===== config.mk =====
export PLATFORM = sky130hd
export DESIGN_NAME = capture_compare_array_unit
export DESIGN_NICKNAME = d
export VERILOG_FILES = /design/src/cc_pkg.sv /design/src/cc_time_base.sv /design/src/capture_compare_array_unit.sv
export SDC_FILE = /design/constraint.sdc
export NUM_CORES = 2
export LEC_CHECK = 0
export ABC_AREA = 1
export BUFFER_PORTS_ARGS = -buffer_cell sky130_fd_sc_hd__buf_2
export CAP_MARGIN = 20
export CELL_PAD_IN_SITES_DETAIL_PLACEMENT = 0
export CELL_PAD_IN_SITES_GLOBAL_PLACEMENT = 1
export CORE_MARGIN = 2
export CORE_UTILIZATION = 32
export CTS_CLUSTER_DIAMETER = 60
export DETAILED_ROUTE_END_ITERATION = 8
export PLACE_DENSITY_LB_ADDON = 0.1
export SYNTH_ARGS = -nofsm -noshare
export SYNTH_HDL_FRONTEND = slang
export SYNTH_SLANG_ARGS = --single-unit

===== constraint.sdc =====
create_clock -name ref_clk -period 2.7 [get_ports ref_clk]
set_input_delay 0.27 -clock ref_clk [delete_from_list [all_inputs] [get_ports ref_clk]]
set_output_delay 0.27 -clock ref_clk [all_outputs]
set_load 0.05 [all_outputs]

===== src/cc_pkg.sv =====
// Constants, register map and mode codes of the capture/compare array unit
//==============================================================================
// Overview of operation
// - Sixteen registers: 0 to 11 capture or compare, 12 to 15 compare only
// - Resolution one cycle, eight when staggered
// - Two 16-bit timers, each with reload
// - Timer clock: prescaled system clock or auxiliary overflow
// - First timer may count external input events
// - Each register picks its timer; 0 to 11 also pick capture or compare
// - Twelve registers own a capture/compare pin
// - Mode zero: interrupt only, many per period
// - Mode one: pin toggles on every match
// - Mode two: interrupt only, once per period
// - Mode three: match sets pin, overflow clears
// - Double mode: two registers toggle one pin
// - Single-event option limits any compare mode to one
// - Capture stores allocated timer on pin edge
// - Each capture raises its own interrupt request
// - Capture edge: rising, falling or both
// - Compare registers checked continuously against timer
package cc_pkg;

  //==========================================================================
  // Sizes
  localparam int CHAN_N         = 16;
  localparam int PIN_N          = 12;
  localparam int TIMER_W        = 16;
  localparam int AW             = 8;
  localparam int STAGGER_CYCLES = 8;
  localparam int PRE_W          = 6;

  //==========================================================================
  // Byte offsets
  localparam logic [AW-1:0] OFF_CTRL     = 8'h00;
  localparam logic [AW-1:0] OFF_TIMER_A  = 8'h04;
  localparam logic [AW-1:0] OFF_RELOAD_A = 8'h08;
  localparam logic [AW-1:0] OFF_TIMER_B  = 8'h0C;
  localparam logic [AW-1:0] OFF_RELOAD_B = 8'h10;
  localparam logic [AW-1:0] OFF_STATUS   = 8'h14;
  localparam logic [AW-1:0] OFF_MASK     = 8'h18;
  localparam logic [AW-1:0] OFF_PINS     = 8'h1C;
  localparam logic [AW-1:0] CH_VAL_BASE  = 8'h40;
  localparam logic [AW-1:0] CH_MODE_BASE = 8'h80;

  //==========================================================================
  // Control register fields
  localparam int CTRL_RUN_A   = 0;
  localparam int CTRL_RUN_B   = 1;
  localparam int CTRL_STAGGER = 2;
  localparam int CSEL_A_LSB   = 4;
  localparam int CSEL_B_LSB   = 8;
  localparam int CSEL_W       = 3;

  // Clock source selections
  localparam logic [CSEL_W-1:0] CSEL_DIV1 = 3'h0;
  localparam logic [CSEL_W-1:0] CSEL_DIV4 = 3'h1;
  localparam logic [CSEL_W-1:0] CSEL_DIV16 = 3'h2;
  localparam logic [CSEL_W-1:0] CSEL_DIV64 = 3'h3;
  localparam logic [CSEL_W-1:0] CSEL_AUX  = 3'h4;
  localparam logic [CSEL_W-1:0] CSEL_EXT  = 3'h5;

  //==========================================================================
  // Channel mode register fields
  localparam int MODE_W      = 7;
  localparam int MODE_LSB    = 0;
  localparam int TSEL_BIT    = 3;
  localparam int EDGE_RISE   = 4;
  localparam int EDGE_FALL   = 5;
  localparam int SINGLE_BIT  = 6;
  localparam int DOUBLE_SPAN = 8;

  typedef enum logic [2:0] {
    MODE_OFF, MODE_CAPTURE, MODE_CMP0, MODE_CMP1, MODE_CMP2, MODE_CMP3, MODE_DOUBLE
  } cc_mode_t;

  //==========================================================================
  // Reset values and bus answers
  localparam logic [15:0]          RST_REG16 = 16'h0000;
  localparam logic [MODE_W-1:0]    RST_MODE  = 7'h00;
  localparam logic [31:0]          RST_WORD  = 32'h0000_0000;
  localparam logic [1:0]           RESP_OKAY   = 2'h0;
  localparam logic [1:0]           RESP_SLVERR = 2'h2;

endpackage


===== src/cc_time_base.sv =====
// One 16-bit time base with reload on overflow
`timescale 1ns/1ns
module cc_time_base #(
  parameter int W = cc_pkg::TIMER_W
) (
  // Clock and reset
  input  wire logic         ref_clk,
  input  wire logic         nrst,
  // Control
  input  wire logic         tick,
  input  wire logic         load_we,
  input  wire logic [W-1:0] load_val,
  input  wire logic [W-1:0] reload_val,
  // State
  output logic      [W-1:0] cnt,
  output logic              step,
  output logic              ovf
);
  import cc_pkg::*;

  //==========================================================================
  // Counter
  always_ff @(posedge ref_clk or negedge nrst) begin
    if (!nrst) begin
      cnt <= '0;
    end else if (load_we) begin
      cnt <= load_val;
    end else if (tick) begin
      if (&cnt) begin
        cnt <= reload_val;
      end else begin
        cnt <= cnt + 1'b1;
      end
    end
  end

  // Step marks a fresh count value; compares act only then
  always_ff @(posedge ref_clk or negedge nrst) begin
    if (!nrst) begin
      step <= 1'b0;
      ovf  <= 1'b0;
    end else begin
      step <= tick && !load_we;
      ovf  <= tick && !load_we && (&cnt);
    end
  end

endmodule // cc_time_base


===== src/capture_compare_array_unit.sv =====
// Capture/compare array with two time bases and AXI4-Lite registers
//
// The register offsets and the AXI4-Lite interface to the registers were decided locally.
`timescale 1ns/1ns
module capture_compare_array_unit #(
  parameter int TW = cc_pkg::TIMER_W
) (
  // Clock and reset
  input  wire logic                       ref_clk,
  input  wire logic                       nrst,
  // AXI4-Lite write address
  input  wire logic                       awvalid,
  output logic                            awready,
  input  wire logic [cc_pkg::AW-1:0]      awaddr,
  // AXI4-Lite write data
  input  wire logic                       wvalid,
  output logic                            wready,
  input  wire logic [31:0]                wdata,
  input  wire logic [3:0]                 wstrb,
  // AXI4-Lite write response
  output logic                            bvalid,
  input  wire logic                       bready,
  output logic [1:0]                      bresp,
  // AXI4-Lite read
  input  wire logic                       arvalid,
  output logic                            arready,
  input  wire logic [cc_pkg::AW-1:0]      araddr,
  output logic                            rvalid,
  input  wire logic                       rready,
  output logic [31:0]                     rdata,
  output logic [1:0]                      rresp,
  // Count sources
  input  wire logic                       auxiliary_timer_overflow,
  input  wire logic                       ext_count_a,
  // Capture/compare pins
  input  wire logic [cc_pkg::PIN_N-1:0]   cc_pin_in,
  output logic      [cc_pkg::PIN_N-1:0]   cc_pin_out,
  output logic      [cc_pkg::PIN_N-1:0]   cc_pin_oe,
  // Interrupt
  output logic                            irq
);
  import cc_pkg::*;

  //==========================================================================
  // Declarations
  logic [15:0]        ctrl_ff, reload_a_ff, reload_b_ff, status_ff, mask_ff;
  logic [TW-1:0]      val_ff [CHAN_N];
  logic [MODE_W-1:0]  mode_ff [CHAN_N];
  logic [CHAN_N-1:0]  done_ff, spent_ff;
  logic [PIN_N-1:0]   pin_prev_ff, pin_out_ff, pin_oe_ff;
  logic               ext_prev_ff, irq_ff;
  logic [PRE_W-1:0]   pre_ff;
  logic               awready_ff, wready_ff, bvalid_ff, arready_ff, rvalid_ff;
  logic               rd_pend_ff;
  logic [1:0]         bresp_ff, rresp_ff;
  logic [31:0]        rdata_ff, wdata_ff;
  logic [3:0]         wstrb_ff;
  logic [AW-1:0]      aw_addr_ff, ar_addr_ff;
  logic [TW-1:0]      cnt_a, cnt_b;
  logic               step_a, step_b, ovf_a, ovf_b;
  logic               tick_a, tick_b, stag_ok, ext_rise;
  logic               do_wr, do_rd, wr_ok;
  logic [31:0]        rd_data;
  logic               rd_ok;
  logic [CHAN_N-1:0]  act, cap, ch_ovf, wr_val, wr_mode;
  logic [TW-1:0]      cap_val [CHAN_N];
  logic [PIN_N-1:0]   tog, pset, pclr, nxt_oe;
  logic [15:0]        nxt_status;

  //==========================================================================
  // Helpers
  function automatic logic in_bank(input logic [AW-1:0] a, input logic [AW-1:0] base);
    return a[AW-1:AW-2] == base[AW-1:AW-2];
  endfunction

  function automatic logic [15:0] merge16(input logic [15:0] old,
                                          input logic [31:0] d,
                                          input logic [3:0]  s);
    return {s[1] ? d[15:8] : old[15:8], s[0] ? d[7:0] : old[7:0]};
  endfunction

  function automatic logic pre_tick(input logic [CSEL_W-1:0] sel,
                                    input logic [PRE_W-1:0]  pre,
                                    input logic              aux,
                                    input logic              ext);
    case (sel)
      CSEL_DIV1:  return 1'b1;
      CSEL_DIV4:  return &pre[1:0];
      CSEL_DIV16: return &pre[3:0];
      CSEL_DIV64: return &pre[5:0];
      CSEL_AUX:   return aux;
      CSEL_EXT:   return ext;
      default:    return 1'b0;
    endcase
  endfunction

  function automatic logic mapped(input logic [AW-1:0] a);
    return in_bank(a, CH_VAL_BASE) || in_bank(a, CH_MODE_BASE) ||
           (a[AW-1:5] == '0 && a[1:0] == 2'h0);
  endfunction

  //==========================================================================
  // AXI4-Lite slave handshakes
  assign do_wr = !awready_ff && !wready_ff && !bvalid_ff;
  assign do_rd = rd_pend_ff;
  assign wr_ok = mapped(aw_addr_ff);

  // Address and data are taken in either order; response follows both
  always_ff @(posedge ref_clk or negedge nrst) begin
    if (!nrst) begin
      awready_ff <= 1'b1;
      wready_ff  <= 1'b1;
      bvalid_ff  <= 1'b0;
      bresp_ff   <= RESP_OKAY;
      aw_addr_ff <= '0;
      wdata_ff   <= RST_WORD;
      wstrb_ff   <= 4'h0;
    end else begin
      if (awvalid && awready_ff) begin
        aw_addr_ff <= awaddr;
        awready_ff <= 1'b0;
      end
      if (wvalid && wready_ff) begin
        wdata_ff  <= wdata;
        wstrb_ff  <= wstrb;
        wready_ff <= 1'b0;
      end
      if (do_wr) begin
        bvalid_ff <= 1'b1;
        bresp_ff  <= wr_ok ? RESP_OKAY : RESP_SLVERR;
      end else if (bvalid_ff && bready) begin
        bvalid_ff  <= 1'b0;
        awready_ff <= 1'b1;
        wready_ff  <= 1'b1;
      end
    end
  end

  always_ff @(posedge ref_clk or negedge nrst) begin
    if (!nrst) begin
      arready_ff <= 1'b1;
      rd_pend_ff <= 1'b0;
      rvalid_ff  <= 1'b0;
      rresp_ff   <= RESP_OKAY;
      rdata_ff   <= RST_WORD;
      ar_addr_ff <= '0;
    end else begin
      rd_pend_ff <= 1'b0;
      if (arvalid && arready_ff) begin
        ar_addr_ff <= araddr;
        arready_ff <= 1'b0;
        rd_pend_ff <= 1'b1;
      end
      if (do_rd) begin
        rvalid_ff <= 1'b1;
        rdata_ff  <= rd_data;
        rresp_ff  <= rd_ok ? RESP_OKAY : RESP_SLVERR;
      end else if (rvalid_ff && rready) begin
        rvalid_ff  <= 1'b0;
        arready_ff <= 1'b1;
      end
    end
  end

  // Read multiplexer
  always_comb begin
    rd_data = RST_WORD;
    rd_ok   = mapped(ar_addr_ff);
    if (in_bank(ar_addr_ff, CH_VAL_BASE)) begin
      rd_data[TW-1:0] = val_ff[ar_addr_ff[5:2]];
    end else if (in_bank(ar_addr_ff, CH_MODE_BASE)) begin
      rd_data[MODE_W-1:0] = mode_ff[ar_addr_ff[5:2]];
    end else begin
      case (ar_addr_ff)
        OFF_CTRL:     rd_data[15:0] = ctrl_ff;
        OFF_TIMER_A:  rd_data[TW-1:0] = cnt_a;
        OFF_RELOAD_A: rd_data[15:0] = reload_a_ff;
        OFF_TIMER_B:  rd_data[TW-1:0] = cnt_b;
        OFF_RELOAD_B: rd_data[15:0] = reload_b_ff;
        OFF_STATUS:   rd_data[15:0] = status_ff;
        OFF_MASK:     rd_data[15:0] = mask_ff;
        OFF_PINS:     rd_data = {4'h0, cc_pin_in, 4'h0, pin_out_ff};
        default:      rd_data = RST_WORD;
      endcase
    end
  end

  //==========================================================================
  // Global control registers
  always_ff @(posedge ref_clk or negedge nrst) begin
    if (!nrst) begin
      ctrl_ff     <= RST_REG16;
      reload_a_ff <= RST_REG16;
      reload_b_ff <= RST_REG16;
      mask_ff     <= RST_REG16;
    end else if (do_wr) begin
      case (aw_addr_ff)
        OFF_CTRL:     ctrl_ff     <= merge16(ctrl_ff, wdata_ff, wstrb_ff);
        OFF_RELOAD_A: reload_a_ff <= merge16(reload_a_ff, wdata_ff, wstrb_ff);
        OFF_RELOAD_B: reload_b_ff <= merge16(reload_b_ff, wdata_ff, wstrb_ff);
        OFF_MASK:     mask_ff     <= merge16(mask_ff, wdata_ff, wstrb_ff);
        default:      ctrl_ff     <= ctrl_ff;
      endcase
    end
  end

  //==========================================================================
  // Count clock selection
  always_ff @(posedge ref_clk or negedge nrst) begin
    if (!nrst) begin
      pre_ff      <= '0;
      ext_prev_ff <= 1'b0;
    end else begin
      pre_ff      <= pre_ff + 1'b1;
      ext_prev_ff <= ext_count_a;
    end
  end

  assign ext_rise = ext_count_a && !ext_prev_ff;
  // Staggered: timers step only once per eight cycles
  assign stag_ok  = !ctrl_ff[CTRL_STAGGER] ||
                    (pre_ff[2:0] == 3'(STAGGER_CYCLES - 1));
  assign tick_a = ctrl_ff[CTRL_RUN_A] && stag_ok &&
                  pre_tick(ctrl_ff[CSEL_A_LSB +: CSEL_W], pre_ff,
                           auxiliary_timer_overflow, ext_rise);
  // The second time base has no external count input
  assign tick_b = ctrl_ff[CTRL_RUN_B] && stag_ok &&
                  pre_tick(ctrl_ff[CSEL_B_LSB +: CSEL_W], pre_ff,
                           auxiliary_timer_overflow, 1'b0);

  //==========================================================================
  // Time bases
  cc_time_base #(.W(TW)) u_time_base_a (
    .ref_clk    (ref_clk),
    .nrst       (nrst),
    .tick       (tick_a),
    .load_we    (do_wr && aw_addr_ff == OFF_TIMER_A),
    .load_val   (merge16(cnt_a, wdata_ff, wstrb_ff)),
    .reload_val (reload_a_ff),
    .cnt        (cnt_a),
    .step       (step_a),
    .ovf        (ovf_a)
  );

  cc_time_base #(.W(TW)) u_time_base_b (
    .ref_clk    (ref_clk),
    .nrst       (nrst),
    .tick       (tick_b),
    .load_we    (do_wr && aw_addr_ff == OFF_TIMER_B),
    .load_val   (merge16(cnt_b, wdata_ff, wstrb_ff)),
    .reload_val (reload_b_ff),
    .cnt        (cnt_b),
    .step       (step_b),
    .ovf        (ovf_b)
  );

  //==========================================================================
  // Channel evaluation
  always_comb begin
    tog    = '0;
    pset   = '0;
    pclr   = '0;
    nxt_oe = '0;
    for (int i = 0; i < CHAN_N; i++) begin
      cc_mode_t md;
      logic     tsel, stp, once, cmp, rise, fall;
      logic [TW-1:0] cnt;
      rise = 1'b0;
      fall = 1'b0;
      md   = cc_mode_t'(mode_ff[i][MODE_LSB +: 3]);
      tsel = mode_ff[i][TSEL_BIT];
      cnt  = tsel ? cnt_b : cnt_a;
      stp  = tsel ? step_b : step_a;
      ch_ovf[i]  = tsel ? ovf_b : ovf_a;
      cap_val[i] = cnt;
      once = (md == MODE_CMP2) || (md == MODE_CMP3);
      cmp  = (md == MODE_CMP0) || (md == MODE_CMP1) || once || (md == MODE_DOUBLE);
      // A held timer value matches once, on its fresh step
      act[i] = cmp && stp && (cnt == val_ff[i]) &&
               !(once && done_ff[i] && !ch_ovf[i]) && !spent_ff[i];
      wr_val[i]  = do_wr && in_bank(aw_addr_ff, CH_VAL_BASE) &&
                   aw_addr_ff[5:2] == 4'(i);
      wr_mode[i] = do_wr && in_bank(aw_addr_ff, CH_MODE_BASE) &&
                   aw_addr_ff[5:2] == 4'(i);
      cap[i] = 1'b0;
      if (i < PIN_N) begin
        rise   = cc_pin_in[i] && !pin_prev_ff[i];
        fall   = !cc_pin_in[i] && pin_prev_ff[i];
        cap[i] = (md == MODE_CAPTURE) &&
                 ((mode_ff[i][EDGE_RISE] && rise) ||
                  (mode_ff[i][EDGE_FALL] && fall));
        if (act[i] && md == MODE_CMP1) begin
          tog[i] = !tog[i];
        end
        if (act[i] && md == MODE_CMP3) begin
          pset[i] = 1'b1;
        end
        if (md == MODE_CMP3 && ch_ovf[i] && !spent_ff[i]) begin
          pclr[i] = 1'b1;
        end
        if (md == MODE_CMP1 || md == MODE_CMP3 || md == MODE_DOUBLE) begin
          nxt_oe[i] = 1'b1;
        end
      end
      // Channels i and i+8 share pin i in double mode
      if (md == MODE_DOUBLE) begin
        nxt_oe[i % DOUBLE_SPAN] = 1'b1;
        if (act[i]) begin
          tog[i % DOUBLE_SPAN] = !tog[i % DOUBLE_SPAN];
        end
      end
    end
  end

  //==========================================================================
  // Channel registers
  always_ff @(posedge ref_clk or negedge nrst) begin
    if (!nrst) begin
      for (int i = 0; i < CHAN_N; i++) begin
        val_ff[i]  <= '0;
        mode_ff[i] <= RST_MODE;
      end
    end else begin
      for (int i = 0; i < CHAN_N; i++) begin
        if (cap[i]) begin
          val_ff[i] <= cap_val[i];
        end else if (wr_val[i]) begin
          val_ff[i] <= merge16(val_ff[i], wdata_ff, wstrb_ff);
        end
        if (wr_mode[i] && wstrb_ff[0]) begin
          mode_ff[i] <= wdata_ff[MODE_W-1:0];
        end
      end
    end
  end

  // Period and single-event bookkeeping
  always_ff @(posedge ref_clk or negedge nrst) begin
    if (!nrst) begin
      done_ff  <= '0;
      spent_ff <= '0;
    end else begin
      for (int i = 0; i < CHAN_N; i++) begin
        if (act[i]) begin
          done_ff[i] <= 1'b1;
        end else if (ch_ovf[i] || wr_mode[i]) begin
          done_ff[i] <= 1'b0;
        end
        if (wr_mode[i]) begin
          spent_ff[i] <= 1'b0;
        // Mode three stays armed until its overflow clear ends the pulse
        end else if (mode_ff[i][SINGLE_BIT] &&
                     ((act[i] && mode_ff[i][2:0] != MODE_CMP3) ||
                      (mode_ff[i][2:0] == MODE_CMP3 && ch_ovf[i] && done_ff[i]))) begin
          spent_ff[i] <= 1'b1;
        end
      end
    end
  end

  //==========================================================================
  // Pins
  always_ff @(posedge ref_clk or negedge nrst) begin
    if (!nrst) begin
      pin_prev_ff <= '0;
      pin_out_ff  <= '0;
      pin_oe_ff   <= '0;
    end else begin
      pin_prev_ff <= cc_pin_in;
      pin_oe_ff   <= nxt_oe;
      for (int p = 0; p < PIN_N; p++) begin
        if (pset[p]) begin
          pin_out_ff[p] <= 1'b1;
        end else if (pclr[p]) begin
          pin_out_ff[p] <= 1'b0;
        end else begin
          pin_out_ff[p] <= pin_out_ff[p] ^ tog[p];
        end
      end
    end
  end

  //==========================================================================
  // Interrupt requests; mode zero touches no pin
  // A new event in the clearing read cycle survives the clear
  assign nxt_status = ((do_rd && ar_addr_ff == OFF_STATUS) ? RST_REG16 : status_ff) |
                      16'(act | cap);

  always_ff @(posedge ref_clk or negedge nrst) begin
    if (!nrst) begin
      status_ff <= RST_REG16;
      irq_ff    <= 1'b0;
    end else begin
      status_ff <= nxt_status;
      irq_ff    <= |(status_ff & mask_ff);
    end
  end

  //==========================================================================
  // Outputs
  assign awready    = awready_ff;
  assign wready     = wready_ff;
  assign bvalid     = bvalid_ff;
  assign bresp      = bresp_ff;
  assign arready    = arready_ff;
  assign rvalid     = rvalid_ff;
  assign rdata      = rdata_ff;
  assign rresp      = rresp_ff;
  assign cc_pin_out = pin_out_ff;
  assign cc_pin_oe  = pin_oe_ff;
  assign irq        = irq_ff;

endmodule // capture_compare_array_unit


; Word-level counts from Yosys, hierarchy flattened
; Index checks and enable logic that the tools add are counted.
[word_totals]
ff_bits = 636
inputBits = 73
output_inout_bits = 66
word_cells = 1290
[classes]
addsub = 3
n_lt_le_gt_ge = 1
n_eq_ne = 169
n_mux = 295
n_bitwise = 16
reduce_logical = 690
[ops]
columns = op, n
row1 = $mux 16, 51
row2 = $logic_and 1x1->1, 327
row3 = $eq 16x16->1, 16
row4 = $mux 1, 230
row5 = $eq 3x3->1 const B, 52
row6 = $reduce_bool 2->1, 72
row7 = $logic_or 1x1->1, 137
row8 = $pmux 16 s8, 1
row9 = $eq 3x2->1 const B, 36
row10 = $logic_not 1->1, 95
row11 = $reduce_and 2->1, 37
row12 = $bmux 16 s4, 1
row13 = $eq 8x5->1 const B, 6
row14 = $ne 3x3->1 const B, 16
row15 = $eq 3x1->1 const B, 14
row16 = $add 16x1->16 const B, 2
row17 = $eq 4x4->1 const B, 8
row18 = $eq 8x4->1 const B, 4
row19 = $reduce_and 16->1, 2
row20 = $bmux 7 s4, 1
row21 = $reduce_and 3->1, 8
row22 = $mux 21, 1
row23 = $mux 7, 3
row24 = $and 16x16->16, 1
row25 = other kinds (25), 53

; Logic depth before layout (Yosys ltp)
[logic_depth]
depth_word = 19
depth_mapped = 17
ltp_nobuf = 15

; Hierarchy
; A second synthesis with hierarchy kept.
[hier_totals]
cells_unflattened = 5919
hier_area_um2 = 40273.6
[modules_own_cells]
columns = mod, n_inst, cells_per_inst, area_each_um2, seq_area_each_um2
row1 = capture_compare_array_unit, 1, 5531, 37603.6, 14868.0
row2 = cc_time_base (u_time_base_a), 1, 188, 1352.5, 450.4
row3 = cc_time_base (u_time_base_b), 1, 200, 1317.5, 450.4

; Least setup slack after synthesis
; OpenSTA, ideal clock, no wires.
[synth_timing]
kind = register -> register
start = register awready_ff (netlist: awready)
end = register val_ff[206] in the netlist's numbering
setup_ns = 0.126
arrival_time_ns = 1.894
path_slack_ns = 0.680
path_stages_with_launch = 12
n_path_buf = 2
synth_period_minus_slack_ns = 2.020
cell_sequence = dfstp_2 -> inv_1 -> nand3_2 -> inv_2 -> nand2_2 -> buf_2 -> nor2_1 -> a21oi_1 -> inv_1 -> buf_4 -> o21ai_0 -> o22ai_1
[synth_via]
elab_chain_cells = 7
[synth_rtl]
columns = item, line_no
row1 = from (decl), capture_compare_array_unit.sv:53  ; logic awready_ff, wready_ff, bvalid_ff, arready_ff, rvalid_ff;
row2 = from (signal assigned), capture_compare_array_unit.sv:111  ; awready_ff <= 1'b1;
row3 = from (signal assigned), capture_compare_array_unit.sv:121  ; awready_ff <= 1'b0;
row4 = from (signal assigned), capture_compare_array_unit.sv:133  ; awready_ff <= 1'b1;
row5 = $logic_not 1->1, capture_compare_array_unit.sv:104  ; assign do_wr = !awready_ff && !wready_ff && !bvalid_ff;
row6 = $logic_and 1x1->1 (2 in series), capture_compare_array_unit.sv:104
row7 = $logic_and 1x1->1 (2 in series), capture_compare_array_unit.sv:281  ; wr_val[i] = do_wr && in_bank(aw_addr_ff, CH_VAL_BASE) &&
row8 = $reduce_bool 2->1 (no line), --
row9 = $reduce_and 2->1 (no line), --
row10 = "to (signal, indexed assignment)", capture_compare_array_unit.sv:326  ; val_ff[i] <= cap_val[i];
row11 = "to (signal, indexed assignment)", capture_compare_array_unit.sv:328  ; val_ff[i] <= merge16(val_ff[i], wdata_ff, wstrb_ff);
row12 = to (decl), capture_compare_array_unit.sv:47  ; logic [TW-1:0] val_ff [CHAN_N];
; No other way between the ends.
; A chain may end at the register's enable or synchronous reset.

; Worst setup path in the final report
[layout_timing]
start = register ar_addr_ff[2]
end = register rdata_ff[0] (netlist: rdata[0])
[layout_via]
elab_chain_cells = 6
[layout_rtl]
columns = item, line_no
row1 = from (decl), capture_compare_array_unit.sv:58  ; logic [AW-1:0] aw_addr_ff, ar_addr_ff;
row2 = from (signal assigned), capture_compare_array_unit.sv:150  ; ar_addr_ff <= araddr;
row3 = $not 4->5 (implied by the code), "capture_compare_array_unit.sv:170, capture_compare_array_unit.sv:172"
row4 = $bmux 7 s4, capture_compare_array_unit.sv:172  ; rd_data[MODE_W-1:0] = mode_ff[ar_addr_ff[5:2]];
row5 = $mux 7 (implied by the code) (2 in series), capture_compare_array_unit.sv:172
row6 = $mux 7, capture_compare_array_unit.sv:171  ; end else if (in_bank(ar_addr_ff, CH_MODE_BASE)) begin
row7 = $mux 16 (*), capture_compare_array_unit.sv:169  ; if (in_bank(ar_addr_ff, CH_VAL_BASE)) begin
row8 = to (signal assigned), capture_compare_array_unit.sv:156  ; rdata_ff <= rd_data;
row9 = to (decl), capture_compare_array_unit.sv:56  ; logic [31:0] rdata_ff, wdata_ff;
; Every way passes the cells marked *; elsewhere a longest branch is shown, timed or not. The select of a mux whose other input is x is not followed.

==> out/summary.log <==
[synth] Seq cells post-synth 630
[setup_path] cells along the critical path inv_2, nand2_2, nor2_1, nand2_2, inv_2, nand2_1, o21ai_0, a21oi_1, o211ai_1, nand2_1, nand3_1, nand2_1, nand2_1
[clock_network] register clock-pin slew on the reported worst setup and hold paths 60 ps
[sta] post-layout min period 2610 ps
[setup_path] Critical Path Fanout Max 11
[synth] number of standard cells after synthesis 6004
[layout] Post-layout nets 6547
[layout] Area growth, synth to finish 24.5%
[grt] global-route wire length before repair 326000 um
[synth] Main synth FF type dfrtp_1
[layout] top library cells by usage in the layout, fill and taps aside nand2_1, o21ai_0, dfrtp_1
[clock_network] clock root buffer clkbuf_16
[placed_design] post-placement cell area 46300 sq um
[detailed_routing] remaining routing DRC violations 0
[setup_path] kind of start point of the critical path flip-flop
[power_and_ir_drop] Power Dens Cells 1050 nW/um^2
[sta] Fin Setup TNS 0 ps
[synth] proportion of netlist area held by the largest area contributor 38.7%
[setup_path] Slowest Stage Delay on Critical Path 480 ps
[layout] flip-flop count of the largest register, all copies and words added 256
[layout] Biggest register val_ff
[power_and_ir_drop] net switching fraction of the power 47.3%
[sta] Layout Skew 29.3 ps
[setup_path] worst path bufs/invs 2
[floorplanning] chip width 360 um
[power_and_ir_drop] part of the total power dissipated in combinational logic 45.4%
[floorplanning] die area 130000 sq um
[sta] post-route fraction of the period consumed by the critical path 96.6%
[layout] sequential cell area in the final layout 15800 sq um
[detailed_routing] count of vias placed by the detailed router 45131
[synth] Post-synth EDFFs 0
[clock_network] CTS tree done
[detailed_routing] router iterations before antenna repair 8
[power_and_ir_drop] Leak 23.6 nW
[clock_network] depth of the CTS H-tree 3
[synth] biggest area consumer among synthesized cells dfrtp_1
[layout] most common cell after layout, fill and taps aside nand2_1
[sta] slew margin rel. 43.8%
[power_and_ir_drop] switching power of the nets 0.0251 W
[power_and_ir_drop] register share of total power 27.5%
[grt] global-route usage over all layers 35.6%
[placed_design] Detail Placement HPWL 183000 um
[synth] cells taking the most area after synthesis dfrtp_1, nand2_1, o21ai_0
[clock_network] clock sink count 630
[sta] max-slew violation total from the final report 0
[floorplanning] height of the die 360 um
[run_status] run status finished, final reports clean
[detailed_routing] number of DRC markers in iteration 0 4532
[run] Max Cap Violations 0
[layout] post-route core utilization 40.2%
[grt] leftover overflow at the end of global routing 0
[grt] vias in the first global route 42671
[grt] pin count of the biggest net entering global routing 107
[setup_path] type of the worst setup path reg2reg
[sta] slew at the pin closest to its max-slew limit 839 ps
[floorplanning] total number of placement rows 130
[clock_network] clock network latency to the later pin of the worst-skew pair 740 ps
[placed_design] final estimated routing congestion in global placement 0.991
[layout] Finished Layout Cells 8206
[layout] multi-input logic area 20800 sq um
[synth] average cell area after synthesis 6.75 sq um
[layout] ratio of cells with drive above 1 in the final layout 14.8%
[setup_path] Top delay family on crit path simple AND/OR/NAND/NOR gates
[clock_network] total CTS buffers 101
[setup_path] Crit-path slowest cell dfrtp_1
[placed_design] number of placed instances, taps included 7955
[power_and_ir_drop] worst supply voltage drop on vdd 0.629 mV
[detailed_routing] Wirelength per Cell 28.7 um
[sta] highest clock frequency the design can meet 0.384 GHz
[synth] sequential element share of the synthesized area 38.9%
[layout] Filler Cells Inserted 13530
[synth] post-synthesis instance area 40600 sq um
[floorplanning] effective utilization at floorplan 32.3%
[synth] count of distinct cell types in the synthesized netlist 57
[layout] Final Instance Area 50500 sq um
[setup_path] worst endpoint data arrival time 3280 ps
[floorplanning] I/O pins 139
[clock_network] maximum root-to-sink buffer count 3
[min_path] type of the worst min-delay path in2reg
[setup_path] most frequent cell on the critical path nand2_1
[detailed_routing] antenna-violating nets left 0
[sta] count of endpoints failing hold in the final timing report 0
[synth] async set-reset flop share out of synthesis 100%
[placed_design] number of port buffers 114
[floorplanning] Core Box Area 126000 sq um
[power_and_ir_drop] part of the total power dissipated in the clock network 27.1%
[detailed_routing] total detailed-routing wirelength 236000 um
[setup_path] data required time of the critical path 3380 ps
[detailed_routing] per-cell via count in the routed design 5.50
[power_and_ir_drop] Cell Int Power 0.0280 W
[grt] initial antenna violation count 21
[setup_path] Critical Path End Type flip-flop
[synth] yosys warns 0
[sta] total setup violations reported at the end of the flow 0
[synth_stat cells, types with 3 or more instances]
cell       instances
ha_1              10
o31ai_1           29
a211oi_1           6
inv_4              3
nand4_1           61
a31oi_1           17
o22ai_1          263
o2111ai_1         14
or3_1              3
buf_6             17
o211ai_1          96
nor2_4             6
nand2_1         1870
buf_2            134
buf_4             37
clkbuf_1         140
o21ai_1           58
o21ai_2           10
xnor2_1            5
a21oi_1          129
nand2_2           44
a22oi_1           35
xor2_1            55
nand3_1          402
inv_2             22
or2_2              8
inv_1            575
clkinv_1          10
nor2_2            19
nand2_4            7
buf_1             15
nor3_1            32
a21oi_2            3
nor2_1           525
dfstp_2            3
nor4_1            12
o21ai_0          647
nand3b_1          11
nand3_2           11
o221ai_1           8
dfrtp_1          627
and2_1             3
[final cells by class]
cell class / instances / share of cell area (%)
sequential: 630 / 31.2
tap: 1650 / 4.09
antenna: 5 / 0.0248
inverter: 610 / 4.55
multi-input combinational: 4424 / 41.2
timing repair buffer: 697 / 11.7
clock buffer: 122 / 5.42
clock inverter: 68 / 1.80
[power by group through the flow]
stage               clock [W]  sequential [W]  combinational [W]
global route           0.0150          0.0149             0.0253
detailed placement          0          0.0147             0.0235
finish                 0.0144          0.0146             0.0241
global placement            0          0.0146             0.0235
floorplan                   0          0.0144             0.0115
CTS                    0.0146          0.0145             0.0237
[final timing paths]
check / from / end / slack (ps) / cells past startpoint
setup / recovery: ar_addr_ff[2] / rdata[0] / 90 / 13
hold / removal: wdata[2] / wdata_ff[2] / 70 / 3
setup reg to reg: ar_addr_ff[2] / rdata[0] / 90 / 13
hold reg to reg: pre_ff[0] / pre_ff[0] / 450 / 1
max in group asynchronous: nrst / ctrl_ff[2] / 1310 / 3
min in group asynchronous: nrst / val_ff[230] / 210 / 3
[per-stage QoR]
step | total power, W | setup slack, ps | hold slack (ps)
CTS | 0.0529 | 44.1 | 6.49
detailed placement | 0.0382 | 65.4 | 149
floorplan | 0.0259 | 680 | -25.6
global route | 0.0552 | -13.0 | 38.5
finish | 0.0531 | 93.0 | 71.4
global placement | 0.0381 | 55.4 | 147
[worst reg2reg max path: stages (launching register included)]
cell and delay [ps]:
dfrtp_1 480, inv_2 130, nand2_2 180, nor2_1 440, nand2_2 110, inv_2 280
nand2_1 130, o21ai_0 110, a21oi_1 70, o211ai_1 90, nand2_1 70, nand3_1 90
nand2_1 230, nand2_1 140
[routing by layer]
metal  GRT usage, %  up-vias  part of all wire, %
met2           56.6     1852                   45
met3           5.28      521                  6.6
li1               -    20734                    -
met1           45.9    22016                   41
met4           21.3        8                  7.1
met5              0        -                0.024
[cell families (layout without fill, tap and decap cells)]
kind of cell | Yosys count | count (layout) | share of synthesized area (%)
DFF | 630 | 630 | 38.9
AOI/OAI and AO/OA | 1323 | 1323 | 18.6
buffers and inverters | 955 | 1497 | 9.97
and+or+nand+nor | 3023 | 3023 | 30.9
adders and majority gates | 10 | 10 | 0.309
other | 1 | 11 | 0.00925
xor gates and xnor gates | 60 | 60 | 1.30
muxes | 2 | 2 | 0.0555
[timing repair]
action                                 4_1_cts  5_1_grt
endpoints found under the hold margin      512        1
setup buffers                                0        0
setup endpoints to repair                    0       15
resized for setup                            0        6
hold buffers                                55        1
No activity file was read; power rests on OpenSTA's default activity.
